--- src/logic/line_supervisor_pkg.sv ---
// constants, register map and shared types of the line voltage supervisor
// assumes a single 125 MHz core clock and a register strobe port from the serial front end
package line_supervisor_pkg;

	// ==========================================================
	// widths
	localparam int SAMPLE_W = 16;
	localparam int ADDR_W = 6;
	localparam int DATA_W = 16;

	// ==========================================================
	// register map
	localparam logic [5:0] ADDR_TIMEOUT = 6'h1D;
	localparam logic [5:0] ADDR_PERIOD = 6'h20;
	localparam logic [5:0] ADDR_SAG_LVL = 6'h21;
	localparam logic [5:0] ADDR_SAG_CYC = 6'h22;
	localparam logic [5:0] ADDR_MODE = 6'h23;
	localparam logic [5:0] ADDR_IRQ_EN = 6'h24;
	localparam logic [5:0] ADDR_STATUS = 6'h25;
	localparam logic [5:0] ADDR_STATUS_CLR = 6'h26;
	localparam logic [5:0] ADDR_OFFSET_TRIM = 6'h27;

	// ==========================================================
	// reset values
	localparam logic [11:0] TIMEOUT_RST = 12'hFFF;
	localparam logic [7:0] SAG_LVL_RST = 8'h00;
	localparam logic [7:0] SAG_CYC_RST = 8'hFF;
	localparam logic [7:0] TRIM_RST = 8'h00;
	localparam logic [2:0] IRQ_EN_RST = 3'h0;

	// ==========================================================
	// field positions
	localparam int ST_ZX = 0;
	localparam int ST_TOUT = 1;
	localparam int ST_SAG = 2;
	localparam int MODE_SAG_DIS = 0;
	localparam int TRIM_INT_EN = 7;
	localparam int TRIM_VAL_W = 6;

	// ==========================================================
	// timing
	localparam int TIMEOUT_TICK = 128;
	localparam int PERIOD_TICK = 8;
	localparam logic [15:0] PERIOD_MAX = 16'h7FFF;
	localparam logic [11:0] TOUT_LAST = 12'h001;
	localparam logic [7:0] SAG_CYC_MIN = 8'h02;

	// ==========================================================
	// types
	typedef struct packed {
		logic sag;
		logic tout;
		logic zx;
	} event_t;

	typedef struct packed {
		logic wr;
		logic rd;
		logic [ADDR_W-1:0] addr;
		logic [DATA_W-1:0] wdata;
	} reg_req_t;

	typedef enum logic [1:0] {
		SAG_IDLE = 2'b00,
		SAG_COUNT = 2'b01,
		SAG_LOW = 2'b11
	} sag_state_t;

endpackage

--- src/logic/line_supervisor.sv ---
// line voltage supervisor: zero crossing, timeout, period, supply and sag watch
// assumes filtered voltage samples and register strobes arrive synchronous to core_clk_i
`timescale 1ns/1ps
module line_supervisor import line_supervisor_pkg::*; #(
	parameter int FILT_SHIFT = 2
) (
	input wire logic core_clk_i,
	input wire logic nrst_i,
	input wire reg_req_t reg_req_i,
	output logic [DATA_W-1:0] reg_rdata_o,
	output logic reg_rvalid_o,
	input wire logic sample_valid_i,
	input wire logic signed [SAMPLE_W-1:0] sample_i,
	input wire logic supply_low_i,
	output logic zero_cross_out_o,
	output logic sag_n_o,
	output logic irq_n_o,
	output logic inactive_o,
	output logic integrator_en_o
);
	generate
		if (FILT_SHIFT < 0 || FILT_SHIFT > 8) begin : g_bad
			$error("FILT_SHIFT must lie in 0..8");
		end
	endgenerate

	// ==========================================================
	// reset release
	logic rst_meta_ff;
	logic rst_n;
	always_ff @(posedge core_clk_i or negedge nrst_i) begin
		if (!nrst_i) begin
			rst_meta_ff <= 1'b0;
			rst_n <= 1'b0;
		end else begin
			rst_meta_ff <= 1'b1;
			rst_n <= rst_meta_ff;
		end
	end

	// ==========================================================
	// register strobes
	logic [11:0] timeout_ff;
	logic [7:0] sag_lvl_ff;
	logic [7:0] sag_cyc_ff;
	logic sag_dis_ff;
	logic [2:0] irq_en_ff;
	logic [7:0] trim_ff;
	logic [15:0] line_period_ff;
	event_t status_ff;
	event_t nxt_status;
	event_t ev;

	wire wr_timeout = reg_req_i.wr && (reg_req_i.addr == ADDR_TIMEOUT);
	wire wr_sag_lvl = reg_req_i.wr && (reg_req_i.addr == ADDR_SAG_LVL);
	wire wr_sag_cyc = reg_req_i.wr && (reg_req_i.addr == ADDR_SAG_CYC);
	wire wr_mode = reg_req_i.wr && (reg_req_i.addr == ADDR_MODE);
	wire wr_irq_en = reg_req_i.wr && (reg_req_i.addr == ADDR_IRQ_EN);
	wire wr_trim = reg_req_i.wr && (reg_req_i.addr == ADDR_OFFSET_TRIM);
	wire status_clr_rd = reg_req_i.rd && (reg_req_i.addr == ADDR_STATUS_CLR);

	// read mux, unmapped addresses answer zero
	logic [DATA_W-1:0] rd_mux;
	always_comb begin
		case (reg_req_i.addr)
			ADDR_TIMEOUT: rd_mux = {4'h0, timeout_ff};
			ADDR_PERIOD: rd_mux = line_period_ff;
			ADDR_SAG_LVL: rd_mux = {8'h00, sag_lvl_ff};
			ADDR_SAG_CYC: rd_mux = {8'h00, sag_cyc_ff};
			ADDR_MODE: rd_mux = {15'h0000, sag_dis_ff};
			ADDR_IRQ_EN: rd_mux = {13'h0000, irq_en_ff};
			ADDR_STATUS: rd_mux = {13'h0000, status_ff};
			ADDR_STATUS_CLR: rd_mux = {13'h0000, status_ff};
			ADDR_OFFSET_TRIM: rd_mux = {8'h00, trim_ff};
			default: rd_mux = '0;
		endcase
	end

	// writable registers; integrator is off until trim top bit is written
	always_ff @(posedge core_clk_i or negedge rst_n) begin
		if (!rst_n) begin
			timeout_ff <= TIMEOUT_RST;
			sag_lvl_ff <= SAG_LVL_RST;
			sag_cyc_ff <= SAG_CYC_RST;
			sag_dis_ff <= 1'b0;
			irq_en_ff <= IRQ_EN_RST;
			trim_ff <= TRIM_RST;
			reg_rdata_o <= '0;
			reg_rvalid_o <= 1'b0;
		end else begin
			if (wr_timeout) timeout_ff <= reg_req_i.wdata[11:0];
			if (wr_sag_lvl) sag_lvl_ff <= reg_req_i.wdata[7:0];
			if (wr_sag_cyc) sag_cyc_ff <= reg_req_i.wdata[7:0];
			if (wr_mode) sag_dis_ff <= reg_req_i.wdata[MODE_SAG_DIS];
			if (wr_irq_en) irq_en_ff <= reg_req_i.wdata[2:0];
			if (wr_trim) trim_ff <= reg_req_i.wdata[7:0];
			if (reg_req_i.rd) reg_rdata_o <= rd_mux;
			reg_rvalid_o <= reg_req_i.rd;
		end
	end
	assign integrator_en_o = trim_ff[TRIM_INT_EN];

	// ==========================================================
	// zero crossing from the lowpass sample sign
	logic pos_ff;
	wire sample_neg = sample_i[SAMPLE_W-1];
	wire zx_rise = sample_valid_i && !sample_neg && !pos_ff;
	wire zx_fall = sample_valid_i && sample_neg && pos_ff;
	wire zx_any = zx_rise || zx_fall;

	always_ff @(posedge core_clk_i or negedge rst_n) begin
		if (!rst_n) begin
			pos_ff <= 1'b0;
		end else if (zx_any) begin
			pos_ff <= zx_rise;
		end
	end
	assign zero_cross_out_o = pos_ff;

	// ==========================================================
	// zero crossing timeout, one step per 128 clocks
	logic tick_tout;
	logic tick_per;
	tick_divider #(.DIV(TIMEOUT_TICK)) u_tick_tout (
		.clk_i(core_clk_i),
		.rst_n_i(rst_n),
		.tick_o(tick_tout)
	);
	tick_divider #(.DIV(PERIOD_TICK)) u_tick_per (
		.clk_i(core_clk_i),
		.rst_n_i(rst_n),
		.tick_o(tick_per)
	);

	logic [11:0] tout_cnt_ff;
	logic tout_sag_ff;
	wire tout_reload = zx_any || wr_timeout;
	wire tout_hit = tick_tout && !tout_reload && (tout_cnt_ff == TOUT_LAST);

	// a host write also reloads with the new value; a crossing in the same cycle wins and reloads the old timeout_ff value
	always_ff @(posedge core_clk_i or negedge rst_n) begin
		if (!rst_n) begin
			tout_cnt_ff <= TIMEOUT_RST;
		end else if (zx_any) begin
			tout_cnt_ff <= timeout_ff;
		end else if (wr_timeout) begin
			tout_cnt_ff <= reg_req_i.wdata[11:0];
		end else if (tick_tout && tout_cnt_ff != '0) begin
			tout_cnt_ff <= tout_cnt_ff - 12'h001;
		end
	end

	// sag output hold for missing crossings, released by the next crossing
	always_ff @(posedge core_clk_i or negedge rst_n) begin
		if (!rst_n) begin
			tout_sag_ff <= 1'b0;
		end else if (zx_any) begin
			tout_sag_ff <= 1'b0;
		end else if (tout_hit && !sag_dis_ff) begin
			tout_sag_ff <= 1'b1;
		end
	end

	// ==========================================================
	// line period: clocks / 8 between rising crossings, smoothed
	logic [15:0] per_cnt_ff;
	wire signed [16:0] per_diff = $signed({1'b0, per_cnt_ff}) - $signed({1'b0, line_period_ff});
	wire signed [16:0] per_step = per_diff >>> FILT_SHIFT;
	wire [15:0] nxt_period = line_period_ff + per_step[15:0];

	// counter saturates so a very slow line cannot wrap into a short period
	always_ff @(posedge core_clk_i or negedge rst_n) begin
		if (!rst_n) begin
			per_cnt_ff <= '0;
			line_period_ff <= '0;
		end else if (zx_rise) begin
			per_cnt_ff <= '0;
			line_period_ff <= nxt_period & PERIOD_MAX;
		end else if (tick_per && per_cnt_ff != PERIOD_MAX) begin
			per_cnt_ff <= per_cnt_ff + 16'h0001;
		end
	end

	// ==========================================================
	// sag detection on the doubled magnitude top byte
	wire [15:0] mag_full = sample_neg ? 16'(-sample_i) : sample_i;
	wire [7:0] mag_byte = mag_full[14:7];
	wire above_lvl = sample_valid_i && !(sag_lvl_ff > mag_byte);
	// host must keep the cycle count at two or more; smaller is treated as two
	wire [7:0] cyc_eff = (sag_cyc_ff < SAG_CYC_MIN) ? SAG_CYC_MIN : sag_cyc_ff;
	wire [7:0] cyc_goal = cyc_eff - 8'h01;

	sag_state_t sag_state_ff;
	sag_state_t nxt_sag_state;
	logic [7:0] low_cyc_ff;
	logic [7:0] nxt_low_cyc;
	logic enter_low;

	always_comb begin
		nxt_sag_state = sag_state_ff;
		nxt_low_cyc = low_cyc_ff;
		enter_low = 1'b0;
		case (sag_state_ff)
			SAG_IDLE: begin
				if (sample_valid_i && !above_lvl) begin
					nxt_sag_state = SAG_COUNT;
					nxt_low_cyc = '0;
				end
			end
			SAG_COUNT: begin
				if (above_lvl) begin
					nxt_sag_state = SAG_IDLE;
				end else if (zx_rise) begin
					nxt_low_cyc = low_cyc_ff + 8'h01;
					if (nxt_low_cyc >= cyc_goal) begin
						nxt_sag_state = SAG_LOW;
						enter_low = 1'b1;
					end
				end
			end
			SAG_LOW: begin
				if (above_lvl) nxt_sag_state = SAG_IDLE;
			end
			default: nxt_sag_state = SAG_IDLE;
		endcase
	end

	always_ff @(posedge core_clk_i or negedge rst_n) begin
		if (!rst_n) begin
			sag_state_ff <= SAG_IDLE;
			low_cyc_ff <= '0;
		end else begin
			sag_state_ff <= nxt_sag_state;
			low_cyc_ff <= nxt_low_cyc;
		end
	end

	// ==========================================================
	// sag pin, supply state
	wire sag_active = supply_low_i
		|| (!sag_dis_ff && (nxt_sag_state == SAG_LOW))
		|| (!sag_dis_ff && tout_sag_ff);

	always_ff @(posedge core_clk_i or negedge rst_n) begin
		if (!rst_n) begin
			sag_n_o <= 1'b1;
			inactive_o <= 1'b0;
		end else begin
			sag_n_o <= !sag_active;
			inactive_o <= supply_low_i;
		end
	end

	// ==========================================================
	// status flags and interrupt; a new event wins over the clearing read
	assign ev = '{zx: zx_any,
		tout: tout_hit,
		sag: enter_low && !sag_dis_ff};
	assign nxt_status = (status_clr_rd ? event_t'(3'h0) : status_ff) | ev;

	always_ff @(posedge core_clk_i or negedge rst_n) begin
		if (!rst_n) begin
			status_ff <= '0;
			irq_n_o <= 1'b1;
		end else begin
			status_ff <= nxt_status;
			irq_n_o <= !(|(nxt_status & irq_en_ff));
		end
	end
endmodule

--- src/logic/tick_divider.sv ---
// free running divider giving a one-cycle tick every DIV clocks
// assumes a synchronised active-low reset from the instantiating block
`timescale 1ns/1ps
module tick_divider import line_supervisor_pkg::*; #(
	parameter int DIV = 128
) (
	input wire logic clk_i,
	input wire logic rst_n_i,
	output logic tick_o
);
	localparam int CW = $clog2(DIV);
	localparam logic [CW-1:0] LAST = CW'(DIV - 1);

	generate
		if (DIV < 2) begin : g_bad
			$error("tick_divider needs DIV of at least 2");
		end
	endgenerate

	logic [CW-1:0] cnt_ff;
	logic [CW-1:0] nxt_cnt;
	wire at_last = (cnt_ff == LAST);

	assign nxt_cnt = at_last ? '0 : cnt_ff + CW'(1);
	assign tick_o = at_last;

	// ==========================================================
	// counter
	always_ff @(posedge clk_i or negedge rst_n_i) begin
		if (!rst_n_i) begin
			cnt_ff <= '0;
		end else begin
			cnt_ff <= nxt_cnt;
		end
	end
endmodule

--- config.mk ---
export PLATFORM = sky130hd
export DESIGN_NAME = line_supervisor
export DESIGN_NICKNAME = d
export VERILOG_FILES = /design/src/logic/line_supervisor_pkg.sv /design/src/logic/line_supervisor.sv /design/src/logic/tick_divider.sv
export SDC_FILE = /design/constraint.sdc
export NUM_CORES = 1
export LEC_CHECK = 0
export ABC_AREA = 1
export BUFFER_PORTS_ARGS = -buffer_cell sky130_fd_sc_hd__buf_2
export CAP_MARGIN = 40
export CORE_MARGIN = 2
export CORE_UTILIZATION = 60
export DETAILED_ROUTE_END_ITERATION = 7
export PLACE_DENSITY = 0.83
export SLEW_MARGIN = 10
export SYNTH_ARGS = -nofsm -noshare
export SYNTH_HDL_FRONTEND = slang
export SYNTH_SLANG_ARGS = --single-unit
--- constraint.sdc ---
create_clock -name core_clk_i -period 6.96 [get_ports core_clk_i]
set_clock_uncertainty 0.05 [all_clocks]
set_input_delay 0.696 -clock core_clk_i [delete_from_list [all_inputs] [get_ports core_clk_i]]
set_output_delay 0.696 -clock core_clk_i [all_outputs]
set_load 0.02 [all_outputs]
# Word level (Yosys, flattened, before mapping)
# Cells that the tools add are included.
[word_totals]
ff_bits = 130
inputBits = 44
[classes]
bitwise = 2
n_mux = 27
n_eq_ne = 19
order_cmp = 3
n_reduce_logical = 42
add_sub_neg = 9
[op_table]
columns = ["operator", "n"]
rows = [
  ["$pmux 15 s8", 1],
  ["$eq 6x6->1 const B", 8],
  ["$mux 12", 3],
  ["$mux 16", 2],
  ["$mux 8", 4],
  ["$logic_and 1x1->1", 21],
  ["$sub 16x15->17", 1],
  ["$add 16x1->16 const B", 1],
  ["$ne 16x15->1 const B", 1],
  ["$pmux 8 s2", 1],
  ["$add 15x15->15", 1],
  ["$mux 15", 1],
  ["$neg 15->15", 1],
  ["$eq 12x1->1 const B", 1],
  ["$reduce_bool 12->1", 1],
  ["$sub 12x1->12 const B", 1],
  ["$mux 2", 5],
  ["$add 8x1->8 const B", 1],
  ["$ge 8x8->1", 1],
  ["$gt 8x8->1", 1],
  ["$logic_not 1->1", 8],
  ["$lt 8x2->1 const B", 1],
  ["$sub 8x1->8 const B", 1],
  ["$add 7x1->7 const B", 1],
  ["20 further kinds", 34],
]

# Longest topological paths before layout
# Gate-level depths: netlist (run 1).
[logic_depth]
depth_word = 14
mapped_depth = 23
mapped_depth_nobuf = 23

# By module
# A second synthesis (run 1) with hierarchy kept.
[unflattened]
cells_unflattened = 1127
hier_area_um2 = 8446.9
[modules_own_cells]
columns = ["mod", "cells_per_inst", "seq_area_each_um2", "n_inst", "area_each_um2"]
rows = [
  ["line_supervisor", 1085, 3020.4, 1, 8030.2],
  ["tick_divider at u_tick_tout", 36, 175.2, 1, 312.8],
  ["tick_divider at u_tick_per", 6, 75.1, 1, 103.8],
]

# Least setup slack after synthesis (run 1)
# OpenSTA, ideal clock, no wires.
[synth_path]
path_type = "input to register"
startpoint = "in sample_i[4]"
endpoint = "reg low_cyc_ff[3]"
stages = 20
n_path_buf = 0
setup_time_ps = 129
t_required_ps = 6781
setup_slack_ps = 4201
arrival_time_ps = 2581
cell_sequence = "nor2_1 > nand2_1 > nor2_1 > nand2_1 > nand2_1 > o21a_1 > o21ai_0 > xor2_1 > ha_1 > nand2_1 > nor2_1 > nand2_1 > nand2_1 > nand2_1 > inv_1 > nand2_1 > nand2_1 > inv_1 > nand2_1 > o21ai_0"
[synth_between]
elab_chain_cells = 9
[synth_lines]
columns = ["item", "line_no", "rtl"]
rows = [
  ["start, declared", "line_supervisor.sv:13", "input wire logic signed [SAMPLE_W-1:0] sample_i,"],
  ["$neg 15->15 (*)", "line_supervisor.sv:186", "wire [15:0] mag_full = sample_neg ? 16'(-sample_i) : sample_i;"],
  ["$mux 15 (*)", "line_supervisor.sv:186", ""],
  ["$gt 8x8->1 (*)", "line_supervisor.sv:188", "wire above_lvl = sample_valid_i && !(sag_lvl_ff > mag_byte);"],
  ["$logic_not 1->1 (*)", "line_supervisor.sv:188", ""],
  ["$logic_and 1x1->1 (*)", "line_supervisor.sv:188", ""],
  ["$logic_not 1->1", "line_supervisor.sv:205", "if (sample_valid_i && !above_lvl) begin"],
  ["$logic_and 1x1->1", "line_supervisor.sv:205", ""],
  ["$ne 2x2->1 (no line)", "--", ""],
  ["$reduce_and 4->1 (no line) (*)", "--", ""],
  ["end signal, assigned", "line_supervisor.sv:234", "low_cyc_ff <= nxt_low_cyc;"],
  ["end, declared", "line_supervisor.sv:195", "logic [7:0] low_cyc_ff;"],
]
# Every way passes the cells marked *; elsewhere a longest branch is shown, timed or not.
# A chain may end at the register's enable or synchronous reset.

# Final worst setup path (run 1)
[layout_path]
startpoint = "reg line_period_ff[1]"
endpoint = "reg line_period_ff[13]"
[layout_between]
elab_chain_cells = 2
[layout_lines]
columns = ["item", "line_no", "rtl"]
rows = [
  ["start, declared", "line_supervisor.sv:49", "logic [15:0] line_period_ff;"],
  ["start signal, assigned", "line_supervisor.sv:178", "line_period_ff <= nxt_period & PERIOD_MAX;"],
  ["$sub 16x15->17", "line_supervisor.sv:167", "wire signed [16:0] per_diff = $signed({1'b0, per_cnt_ff}) - $signed({1'b0, line_period_ff});"],
  ["$add 15x15->15 (*)", "line_supervisor.sv:169", "wire [15:0] nxt_period = line_period_ff + per_step[15:0];"],
]
# Marks and branches as above.

==> results of run 1 <==
## Yosys cell counts, types with 3 or more instances
library cell,count,area share
nor2_1,89,0.039
mux2_2,8,0.011
buf_2,6,0.0035
inv_2,5,0.0022
o21ai_2,8,0.0082
a21oi_1,43,0.025
nor3_4,3,0.0057
o21ai_0,86,0.050
nor2_4,3,0.0040
a31oi_1,8,0.0059
o21a_1,3,0.0026
dfrtp_1,95,0.28
xnor2_1,9,0.0092
nor3_2,3,0.0035
o211ai_1,5,0.0044
clkbuf_1,7,0.0031
xor2_1,42,0.043
nand4_1,14,0.010
nand2_1,295,0.13
nand2_2,8,0.0059
o31ai_1,6,0.0053
nand3_1,67,0.039
dfstp_2,34,0.10
o22ai_1,13,0.0095
a21o_1,4,0.0035
nor3_1,14,0.0082
inv_1,153,0.067
ha_1,52,0.076
buf_6,4,0.0053
o21ai_1,7,0.0041
## final timing paths
path	endpoint	depth (start not counted)	from	slack [ns]
max reg2reg	line_period_ff[13]	15	line_period_ff[1]	3.73
min	per_cnt_ff[0]	0	rst_n	0.13
min in group core_clk_i	rst_n	0	rst_meta_ff	0.30
min reg2reg	per_cnt_ff[0]	0	rst_n	0.13
max	line_period_ff[13]	15	line_period_ff[1]	3.73
max in group asynchronous	low_cyc_ff[2]	2	rst_n	5.41
## kinds of logic after synthesis
| group | after synthesis | share of synthesized area |
|---|---|---|
| simple gates | 512 | 0.262 |
| compound gates | 192 | 0.128 |
| buf+inv | 178 | 0.0835 |
| flops | 129 | 0.383 |
| fa+ha+maj | 53 | 0.0785 |
| xor+xnor | 51 | 0.0523 |
| mux | 9 | 0.0117 |
| other cells | 2 | 0.000879 |
## power breakdown
part           leakage (nW)  switching, mW  total (mW)  internal, mW
clock network         0.288          0.321       0.895         0.574
registers              1.61          0.127        1.05         0.926
logic                  3.04           1.07        1.69         0.616
## state kept, by name, indices dropped and copies added, names as in the netlist, 2 cells and up
signal and cells:
per_cnt_ff 16, line_period_ff 15, reg_rdata_o 15, timeout_ff 12, tout_cnt_ff 12, low_cyc_ff 8, sag_cyc_ff 8, sag_lvl_ff 8
trim_ff 8, u_tick_tout.cnt_ff 7, irq_en_ff 3, status_ff 3, u_tick_per.cnt_ff 3, sag_state_ff 2
## critical path: stages (launching register included)
cell and delay [ns]:
dfrtp_1 0.40, inv_1 0.11, ha_1 0.32, nand2_1 0.08
nand2_1 0.08, nand3_1 0.09, nand2_1 0.10, a21oi_1 0.28
xnor2_1 0.19, ha_1 0.32, a21oi_1 0.27, a21boi_0 0.40
nand3b_1 0.20, nand3b_1 0.08, nand3_1 0.08, nand2_1 0.06
## what timing repair did
item	4_1_cts	5_1_grt
hold buffers	1	0
setup endpoints to repair	0	0
resized for setup	0	0
hold endpoints to repair	2	0
setup buffers	0	0
## through the flow
step / cells / hold WS, ns / utilization / setup WS [ns] / total power, mW
floorplan: 1126 / 0.281 / - / 3.11 / 2.32
global placement: 1347 / 0.285 / 0.645 / 3.77 / 2.63
detailed placement: 1348 / 0.134 / 0.647 / 3.68 / 2.68
CTS: 1381 / 0.139 / 0.691 / 3.80 / 3.61
global route: 1381 / 0.151 / 0.691 / 3.41 / 3.92
finish: 1381 / 0.132 / 0.691 / 3.73 / 3.63
## metal layers
metal,GRT usage,up-vias
met5,0,-
met4,0.0916,0
met3,0.0687,39
met2,0.474,272
met1,0.389,3572
li1,-,3797
## final cells by class
cell class / count / area [um2] / area share
multi-input cells: 819 / 4560 / 0.475
flip-flops and latches: 129 / 3270 / 0.341
inverters: 158 / 593 / 0.0618
clock buffers: 24 / 502 / 0.0523
repair buffers: 63 / 345 / 0.0360
well taps: 180 / 225 / 0.0235
clock inverters: 8 / 101 / 0.0106
==> flow_summary.toml, run 1 <==
[status]
outcome = "completed"

[drt]
first_iter_violations = 573
via_count = 7680
vias_per_cell = 5.56
drcViolationCount = 0
totalWireLength_mm = 20.9
wl_met1_mm = 9.34
ant_nets = 0
firstDrtPassIters = 7
wl_per_cell_um = 15.1
met2_length_mm = 9.71
routed.top_layer = "met4"
met3_length_mm = 1.38

[sta]
fin_crit_sh = 0.465
setup_tns_ns = 0
tightest_slew_ns = 0.760
max_freq_ghz = 0.309
fin_crit_ns = 3.23
final_max_slew_viol_count = 0
finalSetupViolCount = 0
rsz0062_at_grt = "false"
final_hold_viol_count = 0
slew_headroom = 0.493

[cells_and_area]
num-nets-final = 1285
n_antenna_cell = 0
final_cell_mix = "nand2_1 (295), inv_1 (153), dfrtp_1 (94)"
fillers = 1106
final_common_cell = "nand2_1"
drive_gt1_frac = 0.145
final_cell_area_um2 = 9600
area_growth_pct = 12.4

[clock_network]
tritoncts = "built"
htree_levels = 4
numCtsBuffers = 17
clk_path_buf_depth = 2
clk_pin_slew_ns = 0.06
clkSinkCount = 129
cts_root_buf = "clkbuf_16"
clock_latency_ns = 0.42

[worst_hold_path]
hold_path_class = "reg2async"

[job]
maxCapViolCount = 0

[floorplanning]
dieWidth_um = 123
io-pin-count = 66
num_rows = 43
die_area_um2 = 15200
core_area_um2 = 13900
initial_utilization = 0.615
die_y_um = 123

[global_route]
antenna_found_initial = 0
grt_pass1_vias = 7433
grt_pass1_wl_mm = 34.6
overflow = 0
grt_max_degree = 60
grtUsageTotal = 0.292

[setup_path]
start_kind = "register"
cp.required_ns = 7.22
arrival_ns = 3.49
cp-end-kind = "register"
critPathMaxFanout = 4
criticalPathCategory = "reg2reg"

[synth]
postSynth.asyncResetShare = 1.00
synth.distinct_cells = 53
syn_area_per_cell_um2 = 7.58
synth_nets = 1223
synth_top_flop_cell = "dfrtp_1"
yosys_warnings = 0
ys_ff_latch = 129
synth-edff-count = 0
syn_inst = 1126
yosysSeqAreaShare = 0.383
syn_area_um2 = 8540

[placement]
gp_congestion = 0.932
placed_area_um2 = 8980
hpwl_mm = 15.5
port_buffers = 60

[power_and_ir_drop]
irDropWorstVdd_v = 0.000333
cellLeakagePower_nw = 4.94
power_density_nw_per_um2 = 379
Power figures use the tool's default switching activity.
==> run 2, diff against run 1 <==
--- a/config.mk
+++ b/config.mk
@@ -9,9 +9,9 @@
 export BUFFER_PORTS_ARGS = -buffer_cell sky130_fd_sc_hd__buf_2
 export CAP_MARGIN = 40
 export CORE_MARGIN = 2
-export CORE_UTILIZATION = 60
+export CORE_UTILIZATION = 55
 export DETAILED_ROUTE_END_ITERATION = 7
-export PLACE_DENSITY = 0.83
+export PLACE_DENSITY = 0.8
 export SLEW_MARGIN = 10
 export SYNTH_ARGS = -nofsm -noshare
 export SYNTH_HDL_FRONTEND = slang
==> constraint.sdc (replaced) <==
create_clock -name core_clk_i -period 2.8 [get_ports core_clk_i]
set_clock_uncertainty 0.05 [all_clocks]
set_input_delay 0.28 -clock core_clk_i [delete_from_list [all_inputs] [get_ports core_clk_i]]
set_output_delay 0.28 -clock core_clk_i [all_outputs]
set_load 0.02 [all_outputs]
==> flow_summary.toml, run 2 (same netlist as run 1, synthesis figures left out) <==
[status]
outcome = "finished with violations"
violations = "setup timing"

[cells_and_area]
final_cell_mix = "nand2_1 (263), inv_1 (139), buf_4 (100)"
reg.largest.list = "per_cnt_ff (16), line_period_ff (15), reg_rdata_o (15)"
seq_area_um2 = 3280
num-nets-final = 1386
largest_reg_flops = 16
n_antenna_cell = 0
largest-register = "per_cnt_ff"
multi_input_area_um2 = 5180
final_common_cell = "nand2_1"
drive_gt1_frac = 0.300
fillers = 1081
area_growth_pct = 29.2

[setup_path]
cp_top_family = "simple AND/OR/NAND/NOR gates"
critPathMaxFanout = 4
path_depth = 20
cpPeakStageDelay_ns = 0.43
cp-end-kind = "register"
path_buf_inv = 4
cpMaxStageDelayCell = "dfrtp_1"
rr_worst_depth = 20
criticalPathCategory = "reg2reg"
crit_chain = "inv_2, ha_4, nand2_2, inv_1, a21oi_2, nand2_2, buf_4, xor2_4, ha_4, nand2_2, nor2_1, nand2_1, nand3_4, nand2_4, nand3_4, inv_2, nand2_2, nand3_2, nand2_1, nand2_1"
cp.required_ns = 3.06
arrival_ns = 3.39
crit_top_cell = "nand2_2"
start_kind = "register"

[worst_hold_path]
hold_path_class = "in2reg"
hold-path-cell-count = 3

[drt]
drcViolationCount = 0
via_count = 8718
vias_per_cell = 5.85
firstDrtPassIters = 6
totalWireLength_mm = 26.8
first_iter_violations = 835
ant_nets = 0
wl_per_cell_um = 18.0

[clock_network]
tritoncts = "built"
numCtsBuffers = 17
cts_root_buf = "clkbuf_16"
clock_latency_ns = 0.43
clkSinkCount = 129
clk_pin_slew_ns = 0.06
htree_levels = 4
clk_path_buf_depth = 2

[placement]
port_buffers = 60
place_ws_ns = -0.165
gp_congestion = 0.968
hpwl_mm = 16.5

[floorplanning]
core_area_um2 = 15200
die_area_um2 = 16500
dieWidth_um = 129
initial_utilization = 0.562
die_y_um = 129
io-pin-count = 66
num_rows = 45

[power_and_ir_drop]
irDropWorstVdd_v = 0.000729
cellLeakagePower_nw = 5.52
power_density_nw_per_um2 = 1120
p_total_mw = 12.4

[global_route]
overflow = 0
grtUsageTotal = 0.289
grt_pass1_vias = 7916
grt_pass1_wl_mm = 37.6
grt_max_degree = 49
antenna_found_initial = 0

[sta]
final_hold_viol_count = 0
slew_headroom = 0.512
finalSetupViolCount = 11
rsz0062_at_grt = "true"
final_max_slew_viol_count = 0
timing.final.ws_setup_ns = -0.331
fin_crit_sh = 1.12
tightest_slew_ns = 0.731
holdWs_ns = 0.0377
fin_crit_ns = 3.13
setup_tns_ns = -2.34
max_freq_ghz = 0.319

[job]
maxCapViolCount = 0
[run 2: changes by cell type in the layout (fill, tap and decap cells not counted), sizes merged]
cell and change:
clkbuf -2, bufinv +3, dlygate4sd3 +1, buf +100
clkinv -1
[run 2: final timing paths]
check	start	endpoint	slack, ns
worst max-delay path	line_period_ff[5]	line_period_ff[14]	-0.33
worst min-delay path	reg_req_i[9]	timeout_ff[9]	0.04
worst max register to register	line_period_ff[5]	line_period_ff[14]	-0.33
worst min register to register	rst_n	per_cnt_ff[8]	0.29
max in group asynchronous	rst_n	tout_cnt_ff[2]	1.57
min in group asynchronous	nrst_i	rst_n	0.12
[run 2: worst register-to-register path, delay by kind of cell, from the launching register on]
| kind | cells | cell delay, ns |
|---|---|---|
| AO/OA/AOI/OAI | 1 | 0.16 |
| XOR/XNOR | 1 | 0.21 |
| adder cells (fa/ha/maj) | 2 | 0.57 |
| buffers and inverters | 4 | 0.40 |
| flip-flops | 1 | 0.43 |
| AND/OR/NAND/NOR | 12 | 1.18 |
[run 2: area by class of cell]
| class | instances | share of cell area |
|---|---|---|
| Clock buffer | 22 | 0.0421 |
| Clock inverter | 10 | 0.0166 |
| Inverter | 158 | 0.0538 |
| Multi-Input combinational cell | 819 | 0.469 |
| Sequential cell | 129 | 0.297 |
| Tap cell | 188 | 0.0213 |
| Timing Repair Buffer | 164 | 0.0999 |
[run 2: repair_timing]
item | 4_1_cts | 5_1_grt
pin swaps | 7 | 57
buffers inserted | 4 | 13
hold buffers | 2 | 0
endpoints found under the hold margin | 3 | 0
endpoints found under the setup margin | 9 | 14
resized for setup | 32 | 113
[run 2: metrics by stage]
step,util,instances,cell area [um2]
finish,0.726,1490,11000
global route,0.726,1490,11000
CTS,0.689,1477,10500
detailed placement,0.632,1439,9610
global placement,0.632,1439,9610
floorplan,-,1126,8540
[run 2: metal layers]
layer / GRT usage / share of wire / vias up
met5: 0 / 0 / -
met2: 0.490 / 0.49 / 476
li1: - / - / 3990
met1: 0.376 / 0.39 / 4141
met4: 0.0921 / 0.041 / 0
met3: 0.0557 / 0.077 / 111
[run 2: power breakdown]
group          switching [mW]  total [mW]  internal (mW)
Clock                   0.841        2.46           1.62
Combinational            4.13        7.34           3.21
Sequential              0.300        2.60           2.30
Total                    5.28        12.4           7.13
==> run 3, diff against run 2 <==
--- a/config.mk
+++ b/config.mk
@@ -15,4 +15,5 @@
 export SLEW_MARGIN = 10
 export SYNTH_ARGS = -nofsm -noshare
 export SYNTH_HDL_FRONTEND = slang
+export SYNTH_HIERARCHICAL = 1
 export SYNTH_SLANG_ARGS = --single-unit
==> flow_summary.toml, run 3 <==
[setup_path]
reg2reg_to = "line_period_ff[12]"
path_buf_inv = 2
cp_top_family = "simple AND/OR/NAND/NOR gates"
arrival_ns = 3.33
cp-end-kind = "register"
start_kind = "register"
rr_worst_depth = 14
crit_path_start = "line_period_ff[12]"
cpMaxStageDelayCell = "nor3_1"
rrSetupSlack_ns = -0.28
cp.required_ns = 3.05
critPathMaxFanout = 5
timing.rr.start = "line_period_ff[12]"
criticalPathCategory = "reg2reg"
cpPeakStageDelay_ns = 0.45
crit_chain = "inv_1, ha_4, nand2_2, nor3_1, nor3_2, nand2_2, xor2_2, ha_4, a21o_1, buf_4, nor2_1, nand4_1, nand3_1, o21ai_1"

[sta]
finalSetupViolCount = 10
final_hold_viol_count = 0
setup_tns_ns = -1.52
rsz0062_at_grt = "true"
tightest_slew_ns = 0.768
fin_crit_ns = 3.08
final_max_slew_viol_count = 0
holdWs_ns = 0.0232
timing.final.ws_setup_ns = -0.279
fin_crit_sh = 1.10
max_freq_ghz = 0.325
slew_headroom = 0.488

[synth]
yosys.area_share.adder = 0.0794
yosys_warnings = 6
syn_area_per_cell_um2 = 7.49
postSynth.asyncResetShare = 1.00
synth_top_family_by_area = "simple AND/OR/NAND/NOR gates"
synth_area_leaders = "dfrtp_1 (28%), nand2_1 (14%), dfstp_2 (11%)"
yosysMostFrequentCell = "nand2_1"
synth-simple-area-share = 0.268
synth_compound_area_frac = 0.136
synth_top_area_cell = "dfrtp_1"
synth_nets = 1224
ys_ff_latch = 129
synth-xor-area-share = 0.0508
syn_area_um2 = 8450
yosysTopAreaCellShare = 0.281
yosysSeqAreaShare = 0.387
synth.distinct_cells = 51
synth_top_flop_cell = "dfrtp_1"
yosys-top-cells-count = "nand2_1 (321), inv_1 (132), dfrtp_1 (95)"
muxShareOfSynthArea = 0.00119
syn_inst = 1127
synth-edff-count = 0

[clock_network]
cts_root_buf = "clkbuf_16"
clk_pin_slew_ns = 0.06
clk_path_buf_depth = 2
htree_levels = 4
clkSinkCount = 129
clock_latency_ns = 0.44
tritoncts = "built"
numCtsBuffers = 17

[worst_hold_path]
holdPathEnd = "timeout_ff[9]"
hold_path_class = "in2reg"
holdCritStartpoint = "reg_req_i[9]"
hold-path-cell-count = 3

[floorplanning]
io-pin-count = 66
initial_utilization = 0.560
num_rows = 45
dieWidth_um = 128
die_y_um = 128
core_area_um2 = 15100
die_area_um2 = 16400

[cells_and_area]
fillers = 1003
stdcell_count = 1521
final_common_cell = "nand2_1"
num-nets-final = 1415
final_cell_mix = "nand2_1 (282), buf_4 (125), inv_1 (118)"
drive_gt1_frac = 0.313
reg.largest.list = "per_cnt_ff (16), line_period_ff (15), reg_rdata_o (15)"
largest-register = "per_cnt_ff"
area_growth_pct = 33.8
largest_reg_flops = 16

[drt]
ant_nets = 0
wl_per_cell_um = 18.9
via_count = 9102
totalWireLength_mm = 28.7
drcViolationCount = 3
first_iter_violations = 909
firstDrtPassIters = 7
vias_per_cell = 5.98

[placement]
port_buffers = 60
dp_cells = 1454
gp_congestion = 0.947
place_ws_ns = -0.256
hpwl_mm = 16.6

[power_and_ir_drop]
irDropWorstVdd_v = 0.000645
p_sw_frac = 0.445
clock_power_share = 0.170
seqPwrFrac = 0.205
p_total_mw = 12.8
power_density_nw_per_um2 = 1140
p_switching_mw = 5.71
p_int_mw = 7.12
combinationalPowerShare = 0.625
cellLeakagePower_nw = 5.61

[global_route]
antenna_found_initial = 2
grtUsageTotal = 0.311
overflow = 0
grt_pass1_vias = 8306
grt_max_degree = 55
grt_pass1_wl_mm = 40.0

[status]
outcome = "finished with violations"
violations = "DRC, setup timing"

[job]
maxCapViolCount = 0
==> run 3: cell types whose count changed in the layout (fill, tap and decap cells not counted), moves of 7 or more <==
| cell | before | now |
|---|---|---|
| buf_4 | 100 | 125 |
| inv_1 | 139 | 118 |
| mux2_2 | 8 | 0 |
| nand2_1 | 263 | 282 |
| nand2_2 | 36 | 29 |
| nand2_4 | 6 | 18 |
| nand3_1 | 58 | 49 |
| o21ai_1 | 11 | 20 |
==> run 3: cell families (layout without fill, tap and decap cells) <==
group	after synthesis	after routing
mux	1	1
buf+inv	162	366
simple gates	530	530
compound gates	201	201
other cells	2	4
xor+xnor	49	49
flops	129	129
fa+ha+maj	53	53
==> run 3: layout make-up <==
type / instances / area (um2) / share of cell area
multi-input cells: 836 / 5350 / 0.473
clock buffers: 19 / 443 / 0.0392
inverters: 142 / 538 / 0.0476
repair buffers: 192 / 1320 / 0.117
diodes: 2 / 5.00 / 0.000443
flip-flops and latches: 129 / 3280 / 0.290
well taps: 188 / 235 / 0.0208
clock inverters: 13 / 130 / 0.0115
==> run 3: power by group through the flow <==
| stage | clock (mW) | combinational [mW] | sequential, mW |
|---|---|---|---|
| floorplan | 0 | 3.22 | 2.61 |
| global placement | 0 | 5.17 | 2.60 |
| detailed placement | 0 | 5.31 | 2.61 |
| CTS | 2.17 | 5.88 | 2.61 |
| global route | 2.25 | 8.52 | 2.67 |
| finish | 2.18 | 8.02 | 2.63 |
==> run 3: what timing repair did <==
action                                  in CTS  in global routing
endpoints found under the setup margin      11                 16
hold buffers                                 2                  0
setup buffers                               10                 21
hold endpoints to repair                     3                  0
cloned                                       0                  0
gates resized for setup                     57                127
pin swaps                                   15                 59
==> run 3: per-layer routing <==
layer  routed length, um  vias up  global-route usage
met3                2330      167              0.0509
met2               13600      528               0.523
met4                1810        0               0.142
met5                   0        -                   0
met1               10900     4310               0.395
li1                    -     4097                   -
==> run 3: worst min-delay path, stage by stage <==
cell and delay [ns]:
buf_2 0.07, nand2_1 0.05, o21ai_0 0.07
==> run 3: how the worst max path moves through the flow <==
stage | depth (start not counted) | slack (ns) | end
2_1_floorplan | 13 | 0.01 | line_period_ff[13]
3_3_place_gp | 18 | -0.14 | line_period_ff[14]
3_5_place_dp | 20 | -0.26 | line_period_ff[14]
4_1_cts | 20 | -0.02 | line_period_ff[14]
5_1_grt | 18 | -0.31 | line_period_ff[8]
6_report | 14 | -0.28 | line_period_ff[12]
==> run 3: stage by stage <==
step / utilization / area [um2]
6_report: 0.749 / 11300
4_1_cts: 0.701 / 10600
3_3_place_gp: 0.639 / 9640
5_1_grt: 0.749 / 11300
2_1_floorplan: - / 8450
3_5_place_dp: 0.639 / 9640
